### config.mk
export PLATFORM = sky130hd
export DESIGN_NAME = ppcm_top
export DESIGN_NICKNAME = d
export VERILOG_FILES = /design/src/hw/ppcm_pkg.sv /design/src/hw/ppcm_top.sv
export SDC_FILE = /design/constraint.sdc
export NUM_CORES = 1
export LEC_CHECK = 0
export ABC_CLOCK_PERIOD_IN_PS = 4100
export BUFFER_PORTS_ARGS = -buffer_cell sky130_fd_sc_hd__buf_2
export CORE_ASPECT_RATIO = 0.5
export CORE_UTILIZATION = 50
export CTS_CLUSTER_SIZE = 24
export DETAILED_ROUTE_END_ITERATION = 8
export PLACE_DENSITY = 0.73
export RECOVER_POWER = 50
export REMOVE_ABC_BUFFERS = 1
export SETUP_SLACK_MARGIN = 0.05
export SYNTH_ARGS = -nofsm -noshare
export SYNTH_HDL_FRONTEND = slang
export SYNTH_SLANG_ARGS = --single-unit
### constraint.sdc
create_clock -name clock -period 4.1 [get_ports clock]
set_input_delay 0 -clock clock [delete_from_list [all_inputs] [get_ports clock]]
set_output_delay 0 -clock clock [all_outputs]
set_load 0.02 [all_outputs]
### src/hw/ppcm_pkg.sv
// Purpose: Constants for the per-pin pattern, compare and mask block
// Assumes: 32-bit register port, byte addresses, one word per register
// Notes: All offsets, field positions and reset values live here
package ppcm_pkg;
  // ----------------------------------------
  // Register offsets
  // ----------------------------------------
  localparam logic [7:0] OFF_DIR = 8'h00;
  localparam logic [7:0] OFF_PAT = 8'h04;
  localparam logic [7:0] OFF_CARE = 8'h08;
  localparam logic [7:0] OFF_RELAY = 8'h0C;
  localparam logic [7:0] OFF_CLKEN = 8'h10;
  localparam logic [7:0] OFF_CTRL = 8'h14;
  localparam logic [7:0] OFF_SPARSE = 8'h18;
  localparam logic [7:0] OFF_SP_DIR = 8'h20;
  localparam logic [7:0] OFF_SP_PAT = 8'h24;
  localparam logic [7:0] OFF_SP_CARE = 8'h28;
  localparam logic [7:0] OFF_SP_RELAY = 8'h2C;
  localparam logic [7:0] OFF_PAT_STROBE = 8'h30;
  localparam logic [7:0] OFF_RESULT = 8'h34;
  localparam logic [7:0] OFF_STATUS = 8'h38;
  localparam logic [7:0] OFF_IMASK = 8'h3C;
  // ----------------------------------------
  // Field positions
  // ----------------------------------------
  localparam int CTRL_CMP_EN = 0;
  localparam int CTRL_STROBE = 1;
  localparam int CTRL_CLEAR = 2;
  localparam int SP_ORG_LSB = 0;
  localparam int SP_LEN_LSB = 8;
  localparam int SP_FIELD_W = 6;
  localparam int ST_FAIL = 0;
  localparam int ST_DONE = 1;
  localparam int NUM_SYNC = 4;
  localparam int NUM_EVENTS = 2;
  // ----------------------------------------
  // Reset values
  // ----------------------------------------
  localparam logic [31:0] RST_REG = 32'h0000_0000;
  localparam logic [2:0] RST_CTRL = 3'h0;
  localparam logic [13:0] RST_SPARSE = 14'h0000;
endpackage

### src/hw/ppcm_top.sv
// Purpose: Per-pin drive, care mask, compare, relay and sync pulse logic
// Assumes: Pin inputs synchronous to clock; up to 32 pins on one word
// Notes: Pattern writes apply a word; compare samples pins one cycle later
//
// Functional notes
// - Care bit gates the detector; at 1 actual level is compared to expected.
// - Care bit 0 suppresses the detector output of that pin.
// - Masked pin puts 0 in its result bit and counts as pass.
// - Relay register holds one bit per pin; 1 closes, 0 opens.
// - Computer or manual reset clears pattern, direction, mask, relay, clock registers.
// - Sparse write changes only bits from origin pin for given length.
// - Global comparator enable; outside strobe mode, results reported only for enabled patterns.
// - Strobe mode keeps interim patterns uncompared without enable/disable writes.
// - Four programmable sync pulses fire with each applied pattern word.
// - Direction 1 drives the pin; direction 0 makes it a compared output.
// - Pattern bit sets drive level, or expected value on compared pins.
// - Detector gives 0 on match, 1 on mismatch.
`timescale 1ns/1ps
module ppcm_top #(
  parameter int NUM_PINS = 32
) (
  input wire logic clock,
  input wire logic reset,
  input wire logic manual_reset,
  input wire logic [7:0] addr,
  input wire logic [31:0] wdata,
  input wire logic write_strobe,
  input wire logic read_strobe,
  output logic [31:0] rdata,
  input wire logic [NUM_PINS-1:0] pin_in,
  output logic [NUM_PINS-1:0] pin_out,
  output logic [NUM_PINS-1:0] pin_oe,
  output logic [NUM_PINS-1:0] relay,
  output logic [ppcm_pkg::NUM_SYNC-1:0] sync_pulse,
  output logic functional_fail_flag,
  output logic irq
);

  // ----------------------------------------
  // Declarations
  // ----------------------------------------
  logic [NUM_PINS-1:0] dir;
  logic [NUM_PINS-1:0] pat;
  logic [NUM_PINS-1:0] care;
  logic [NUM_PINS-1:0] result;
  logic [NUM_PINS-1:0] det;
  logic [NUM_PINS-1:0] sp_mask;
  logic [NUM_PINS-1:0] sp_data;
  logic [ppcm_pkg::NUM_SYNC-1:0] clk_en;
  logic [2:0] ctrl;
  logic [13:0] sparse;
  logic [ppcm_pkg::NUM_EVENTS-1:0] status;
  logic [ppcm_pkg::NUM_EVENTS-1:0] imask;
  logic [ppcm_pkg::NUM_EVENTS-1:0] next_status;
  logic soft_clear;
  logic wipe;
  logic apply;
  logic apply_strobed;
  logic apply_q;
  logic cmp_q;
  logic [5:0] sp_org;
  logic [6:0] sp_len;

  assign pin_out = pat;
  assign pin_oe = dir;
  assign wipe = manual_reset | soft_clear;
  assign sp_org = sparse[ppcm_pkg::SP_ORG_LSB +: ppcm_pkg::SP_FIELD_W];
  assign sp_len = {1'b0, sparse[ppcm_pkg::SP_LEN_LSB +: ppcm_pkg::SP_FIELD_W]};
  assign apply_strobed = write_strobe && addr == ppcm_pkg::OFF_PAT_STROBE;
  assign apply = write_strobe && (addr == ppcm_pkg::OFF_PAT ||
    addr == ppcm_pkg::OFF_SP_PAT || addr == ppcm_pkg::OFF_PAT_STROBE);

  // ----------------------------------------
  // Sparse write window
  // ----------------------------------------
  // Mask of pins from origin for length
  always_comb begin
    sp_mask = '0;
    for (int i = 0; i < NUM_PINS; i++) begin
      sp_mask[i] = (i >= int'(sp_org)) && (i < int'(sp_org) + int'(sp_len));
    end
    sp_data = NUM_PINS'(wdata << sp_org);
  end

  // Full or windowed update of one pin register
  function automatic logic [NUM_PINS-1:0] upd(input logic [NUM_PINS-1:0] old,
                                              input logic full_hit,
                                              input logic sp_hit,
                                              input logic [31:0] wd,
                                              input logic [NUM_PINS-1:0] msk,
                                              input logic [NUM_PINS-1:0] spd);
    logic [NUM_PINS-1:0] res;
    res = old;
    if (full_hit) begin
      res = wd[NUM_PINS-1:0];
    end else if (sp_hit) begin
      res = (old & ~msk) | (spd & msk);
    end
    return res;
  endfunction

  // ----------------------------------------
  // Pin registers
  // ----------------------------------------
  // Clear on any reset
  always_ff @(posedge clock) begin
    if (reset || wipe) begin
      dir <= ppcm_pkg::RST_REG[NUM_PINS-1:0];
      pat <= ppcm_pkg::RST_REG[NUM_PINS-1:0];
      care <= ppcm_pkg::RST_REG[NUM_PINS-1:0];
      relay <= ppcm_pkg::RST_REG[NUM_PINS-1:0];
      clk_en <= ppcm_pkg::RST_REG[ppcm_pkg::NUM_SYNC-1:0];
    end else if (write_strobe) begin
      dir <= upd(dir, addr == ppcm_pkg::OFF_DIR, addr == ppcm_pkg::OFF_SP_DIR,
                 wdata, sp_mask, sp_data);
      pat <= upd(pat, addr == ppcm_pkg::OFF_PAT || addr == ppcm_pkg::OFF_PAT_STROBE,
                 addr == ppcm_pkg::OFF_SP_PAT, wdata, sp_mask, sp_data);
      care <= upd(care, addr == ppcm_pkg::OFF_CARE, addr == ppcm_pkg::OFF_SP_CARE,
                  wdata, sp_mask, sp_data);
      relay <= upd(relay, addr == ppcm_pkg::OFF_RELAY, addr == ppcm_pkg::OFF_SP_RELAY,
                   wdata, sp_mask, sp_data);
      if (addr == ppcm_pkg::OFF_CLKEN) begin
        clk_en <= wdata[ppcm_pkg::NUM_SYNC-1:0];
      end
    end
  end

  // Control, sparse window and self-clearing wipe
  always_ff @(posedge clock) begin
    if (reset) begin
      ctrl <= ppcm_pkg::RST_CTRL;
      sparse <= ppcm_pkg::RST_SPARSE;
      soft_clear <= 1'b0;
    end else begin
      soft_clear <= write_strobe && addr == ppcm_pkg::OFF_CTRL &&
                    wdata[ppcm_pkg::CTRL_CLEAR];
      if (write_strobe && addr == ppcm_pkg::OFF_CTRL) begin
        ctrl <= {1'b0, wdata[ppcm_pkg::CTRL_STROBE], wdata[ppcm_pkg::CTRL_CMP_EN]};
      end
      if (write_strobe && addr == ppcm_pkg::OFF_SPARSE) begin
        sparse <= wdata[13:0];
      end
    end
  end

  // ----------------------------------------
  // Detector and compare
  // ----------------------------------------
  // Care bit as third detector input
  genvar g;
  generate
    for (g = 0; g < NUM_PINS; g++) begin : g_det
      assign det[g] = care[g] & ~dir[g] & (pin_in[g] ^ pat[g]);
    end
  endgenerate

  // Strobe mode compares strobed words only
  always_ff @(posedge clock) begin
    if (reset || wipe) begin
      apply_q <= 1'b0;
      cmp_q <= 1'b0;
    end else begin
      apply_q <= apply;
      cmp_q <= apply && (ctrl[ppcm_pkg::CTRL_STROBE] ? apply_strobed :
                         ctrl[ppcm_pkg::CTRL_CMP_EN]);
    end
  end

  // Masked pins load 0 into results
  always_ff @(posedge clock) begin
    if (reset || wipe) begin
      result <= ppcm_pkg::RST_REG[NUM_PINS-1:0];
      functional_fail_flag <= 1'b0;
    end else if (apply_q && cmp_q) begin
      result <= det;
      functional_fail_flag <= |det;
    end
  end

  // Sync pulses with each applied word
  always_ff @(posedge clock) begin
    if (reset || wipe) begin
      sync_pulse <= '0;
    end else begin
      sync_pulse <= apply ? clk_en : '0;
    end
  end

  // ----------------------------------------
  // Interrupt status and mask
  // ----------------------------------------
  // Sticky events, set wins over write-one clear
  always_comb begin
    next_status = status;
    if (write_strobe && addr == ppcm_pkg::OFF_STATUS) begin
      next_status = status & ~wdata[ppcm_pkg::NUM_EVENTS-1:0];
    end
    if (apply_q && cmp_q) begin
      next_status[ppcm_pkg::ST_DONE] = 1'b1;
      if (|det) begin
        next_status[ppcm_pkg::ST_FAIL] = 1'b1;
      end
    end
  end

  always_ff @(posedge clock) begin
    if (reset) begin
      status <= '0;
      imask <= '0;
      irq <= 1'b0;
    end else begin
      status <= next_status;
      irq <= |(next_status & imask);
      if (write_strobe && addr == ppcm_pkg::OFF_IMASK) begin
        imask <= wdata[ppcm_pkg::NUM_EVENTS-1:0];
      end
    end
  end

  // ----------------------------------------
  // Register read port
  // ----------------------------------------
  // Data in the cycle after the read strobe only
  always_ff @(posedge clock) begin
    if (reset || !read_strobe) begin
      rdata <= 32'h0000_0000;
    end else begin
      case (addr)
        ppcm_pkg::OFF_DIR: rdata <= 32'(dir);
        ppcm_pkg::OFF_PAT: rdata <= 32'(pat);
        ppcm_pkg::OFF_CARE: rdata <= 32'(care);
        ppcm_pkg::OFF_RELAY: rdata <= 32'(relay);
        ppcm_pkg::OFF_CLKEN: rdata <= 32'(clk_en);
        ppcm_pkg::OFF_CTRL: rdata <= 32'(ctrl);
        ppcm_pkg::OFF_SPARSE: rdata <= 32'(sparse);
        ppcm_pkg::OFF_RESULT: rdata <= 32'(result);
        ppcm_pkg::OFF_STATUS: rdata <= 32'(status);
        ppcm_pkg::OFF_IMASK: rdata <= 32'(imask);
        default: rdata <= 32'h0000_0000;
      endcase
    end
  end
endmodule

==> impl_metrics.tcl, run 1 <==
set metrics [dict create \
    synth_adder_area_share_pct 0.6694 \
    synth_top_area_cell "dfxtp_1" \
    io_buffers 210 \
    placed_area_um2 15570 \
    hp-class "input pin to flip-flop" \
    drive_gt1_share_pct 12.72 \
    clock-sinks 225 \
    power_density_nw_per_um2 281.0 \
    cts_tree "done" \
    finalInstanceArea_um2 16780 \
    cts-resized-gates 0 \
    layout_setup_ws_ps 283.6 \
    grt_pass1_vias 14650 \
    wl_um 61170 \
    area_delta_synth_final_pct 18.13 \
    synth_top_family_by_area "compound AO/OA/AOI/OAI gates" \
    overflow 0 \
    ys_ff_latch 225 \
    place_inst 2298 \
    grt_util_all_layers_pct 41.11 \
    drt_iter0_drc 2326 \
    crit_type "input pin to flip-flop" \
    vias 16460 \
    yosys-top-cells-area "dfxtp_1, a21oi_1, mux4_2, nand2_1, nor2_1" \
    synth_edf_count 0 \
    synthXorXnorAreaFrac_pct 2.158 \
    cts_setup_buffers 0 \
    htreeDepth 1 \
    antenna_found_initial 0 \
    cts.path.max_buffers 3 \
    dr.pass1.iters 6 \
    drv_slew 122 \
    synth-seq-area-share_pct 31.71 \
    drv_cap 2 \
    num_rows 43 \
    slew_headroom_pct -124.6 \
    synth_mux_area_share_pct 8.667 \
    grt_max_degree 82 \
    synth_simple_gate_area_share_pct 18.51 \
    cp_max_fo 81 \
    synth_compound_area_share_pct 32.46 \
    syn_inst 1811 \
    ir_drop_mv 0.2369 \
    async_reset_ff_share_pct 0 \
    insertion_delay_ps 540 \
    finClkSkew_ps 20.05 \
    final_nets 2091 \
    final-hold-violation-count 0 \
    yosysWarnings 0 \
    setup_viol 0 \
    post_drt_via_cell_ratio 6.846 \
    total_leakage_power_nw 5.413 \
    final_cells 2404 \
    arrival_ps 4190 \
    cts_buffers 22 \
    ctsHoldBuffers 67 \
    cp-end-kind "flip-flop" \
    synth_flop_cell "dfxtp_1" \
    grt_pass1_wl_um 90490 \
    start_kind "input pin" \
    start_util_pct 51.07 \
    syn_area_per_cell_um2 7.844 \
    chipHeight_um 121.2 \
    violations "max-capacitance violations, max-slew violations" \
    status "finished, violations left" \
    routedWlPerCell_um 25.44 \
    pre_cts_ws_ps 645.9 \
    critPathRequiredTime_ps 4470 \
    synth_cell_types 93 \
    path_clk_slew_ps 60 \
    dieWidth_um 240.4 \
    yosysTopAreaCellShare_pct 31.71 \
    min_period_ps 3816 \
    ios 211 \
    tightest_slew_ps 3368 \
    cts-root-buf "clkbuf_16" \
    min_period_over_period_pct 93.08 \
    dp_hpwl_um 42200 \
    gp_congestion 1.063 \
    clock.fmax_mhz 262.0 \
    synth_common_cells "a21oi_1, dfxtp_1, nand2_1, nor2_1, clkbuf_1" \
    coreArea_um2 27820 \
    syn_area_um2 14210 \
    antenna_violating_nets_post_route 0 \
    synth.most_common_cell "a21oi_1" \
    rsz0062_at_grt "false" \
    dieArea_um2 29130 \
    drc 0 \
]
-- worst max-delay path, cell delays in order --
cell and delay, ps:
dlygate4sd3_1 520, clkbuf_2 540, or3_1 2490, buf_4 530, a311oi_1 60
-- power breakdown --
| part | leakage (nW) | switching [mW] | internal, mW | total (mW) |
|---|---|---|---|---|
| combinational | 3.25 | 0.246 | 0.144 | 0.390 |
| sequential | 1.81 | 0.000372 | 2.18 | 2.19 |
| clock | 0.354 | 0.920 | 1.22 | 2.14 |
| total | 5.41 | 1.17 | 3.55 | 4.72 |
-- stage by stage --
stage	hold slack, ps	total power, mW	setup TNS [ps]	utilization, %
6_report	20.28	4.716	0	60.33
5_1_grt	59.42	4.816	0	60.32
4_1_cts	15.21	4.694	0	60.99
3_5_place_dp	330.8	2.559	0	55.96
3_3_place_gp	326.9	2.560	0	55.96
2_1_floorplan	69.07	2.382	-33680	-
-- layout make-up --
type	count	area (µm²)
fillers	2671	11030
multi-input cells	1390	8914
flip-flops and latches	225	4508
repair buffers	341	2049
clock buffers	32	649.4
well taps	382	478.0
inverters	27	101.3
clock inverters	5	77.57
diodes	2	5.005
-- cells by family after synthesis --
logic type,Yosys count
mux,79
xor+xnor,35
fa+ha+maj,7
buf+inv,196
flops,225
compound gates,703
simple gates,566
-- per-layer routing --
layer | part of all wire, % | track usage, % | routed length (µm)
met5 | 0 | 0 | 0
met4 | 2.5 | 11.03 | 1529
met3 | 16 | 16.52 | 9651
met2 | 40 | 56.38 | 24270
met1 | 42 | 58.60 | 25710
-- placed cells by master, fill, tap and decap left out, types with 60 or more instances in the layout --
| cell | n |
|---|---|
| nor3_1 | 71 |
| nor2_1 | 152 |
| dlygate4sd3_1 | 67 |
| dfxtp_1 | 222 |
| nand2_1 | 165 |
| buf_4 | 60 |
| a21oi_1 | 265 |
| buf_2 | 73 |
| clkbuf_1 | 143 |
| o21ai_0 | 87 |
-- final timing paths --
path         depth (start not counted)                         startpoint  slack (ps)                           endpoint
min reg2reg                          2  functional_fail_flag$_SDFFE_PP0P_         460  functional_fail_flag$_SDFFE_PP0P_
min                                  5                          pin_in[1]          20             result[1]$_SDFFE_PP0P_
max reg2reg                          9             sparse[8]$_SDFFE_PP0P_         460                          flip-flop
max                                  5                              reset         280                          flip-flop
Note: power is estimated with default switching activity, not from simulation.
==> run 2, diff against run 1 <==
Settings changed: ABC_CLOCK_PERIOD_IN_PS 4100 to 3760, CORE_UTILIZATION 50 to 29, PLACE_DENSITY 0.73 to 0.48.
Clock period 4.1 ns to 3.76 ns, I/O delays scaled along.
==> impl_metrics.tcl, run 2 (synthesized netlist as in run 1, its figures left out) <==
set metrics [dict create \
    dieWidth_um 315.0 \
    final_cells 2696 \
    whs_path_depth 5 \
    finalInstanceArea_um2 17470 \
    drt_iter0_drc 2070 \
    arrival_ps 3780 \
    layout_commonest_cell "a21oi_1" \
    slew_headroom_pct -34.30 \
    hold-worst-slack_ps 26.82 \
    placed_area_um2 16090 \
    setup_viol 0 \
    cts_tree "done" \
    path_clk_slew_ps 60 \
    reg2reg_depth 7 \
    area_delta_synth_final_pct 22.98 \
    io_buffers 210 \
    hp-class "input pin to flip-flop" \
    clock.fmax_mhz 299.1 \
    cts.path.max_buffers 3 \
    dr.pass1.iters 9 \
    drive_gt1_share_pct 13.81 \
    p_total_mw 5.308 \
    cp_max_fo 29 \
    ctsHoldBuffers 78 \
    rsz0062_at_grt "false" \
    p_comb_share_pct 8.3 \
    place_inst 2573 \
    crit_type "input pin to flip-flop" \
    final_cell_mix "a21oi_1, dfxtp_1, nand2_1" \
    cts-resized-gates 0 \
    ir_drop_mv 0.2056 \
    ios 211 \
    sw_frac_of_total_pct 25.98 \
    cts_buffers 24 \
    num_rows 56 \
    min_period_over_period_pct 88.93 \
    grt_max_degree 99 \
    clockPowerShare_pct 46.8 \
    start_kind "input pin" \
    grt_pass1_wl_um 100600 \
    htreeDepth 1 \
    pre_cts_ws_ps 608.8 \
    drc 5 \
    drv_cap 3 \
    chipHeight_um 158.5 \
    overflow 0 \
    violations "design-rule violations, max-capacitance violations, max-slew violations" \
    wl_um 69660 \
    vias 16140 \
    gp_congestion 0.9809 \
    coreArea_um2 47580 \
    final-hold-violation-count 0 \
    grt_util_all_layers_pct 27.00 \
    grt_pass1_vias 14880 \
    post-route-util_pct 36.72 \
    cp-end-kind "flip-flop" \
    drv_slew 90 \
    antenna_found_initial 2 \
    finClkSkew_ps 19.42 \
    routedWlPerCell_um 25.84 \
    dp_hpwl_um 48980 \
    min_period_ps 3344 \
    layout_setup_ws_ps 416.3 \
    tightest_slew_ps 2015 \
    power_density_nw_per_um2 303.8 \
    insertion_delay_ps 560 \
    start_util_pct 29.86 \
    critPathRequiredTime_ps 4190 \
    post_drt_via_cell_ratio 5.986 \
    antenna_violating_nets_post_route 0 \
    setup_tns_ps 0 \
    status "finished, violations left" \
    total_leakage_power_nw 5.634 \
    dieArea_um2 49930 \
    final_nets 2123 \
    cts_setup_buffers 0 \
    power.internal_mw 3.929 \
    p_seq_share_pct 44.9 \
    switchingPower_mw 1.379 \
    clock-sinks 225 \
    cts-root-buf "clkbuf_16" \
]
## run 2: changes by cell type in the layout (fill, tap and decap cells not counted), moves of 2 or more
| cell | before | now |
|---|---|---|
| nor2_4 | 2 | 4 |
| nor2_2 | 5 | 3 |
| dlygate4sd3_1 | 67 | 78 |
| clkinv_2 | 2 | 8 |
| clkbuf_16 | 23 | 25 |
| buf_12 | 2 | 6 |
| buf_4 | 60 | 72 |
| buf_2 | 73 | 75 |
## run 2: area by class of cell
class	instances	area, µm²
Multi-Input combinational cell	1390	8929
Sequential cell	225	4508
Inverter	27	101.3
Clock inverter	10	78.83
Timing Repair Buffer	371	2344
Antenna cell	1	2.502
Clock buffer	34	709.4
Fill cell	5016	30110
Tap cell	638	798.3
## run 2: path summary, 6_finish.rpt
path                                                        start                           endpoint  slack (ps)
worst max-delay path                                      addr[0]             sparse[4]$_SDFFE_PP0P_         420
worst min-delay path                                 manual_reset                          flip-flop          30
worst max register to register            sparse[10]$_SDFFE_PP0P_                          flip-flop         460
worst min register to register  functional_fail_flag$_SDFFE_PP0P_  functional_fail_flag$_SDFFE_PP0P_         460
## run 2: critical path, cell delays in order
cell	delay, ps
dlygate4sd3_1	540
clkbuf_1	150
nor3_1	190
nand2_1	190
nor2_2	110
clkbuf_1	1440
nand2_1	120
buf_4	280
nand2_1	90
a21oi_1	70
dlygate4sd3_1	580
## run 2: power groups by stage
stage	registers [mW]	logic [mW]	clock network, mW
final	2.38	0.443	2.48
after global routing	2.38	0.464	2.61
after CTS	2.38	0.432	2.52
after detailed placement	2.44	0.378	0
after global placement	2.44	0.380	0
after floorplan	2.44	0.159	0
## run 2: layer usage
layer	GRT usage [%]	vias up	share of wire, %	routed length [µm]
li1	-	7352	-	-
met1	38.49	7906	45	31160
met2	39.51	790	42	29140
met3	8.388	85	12	8033
met4	5.386	4	1.9	1298
met5	0	-	0.039	27
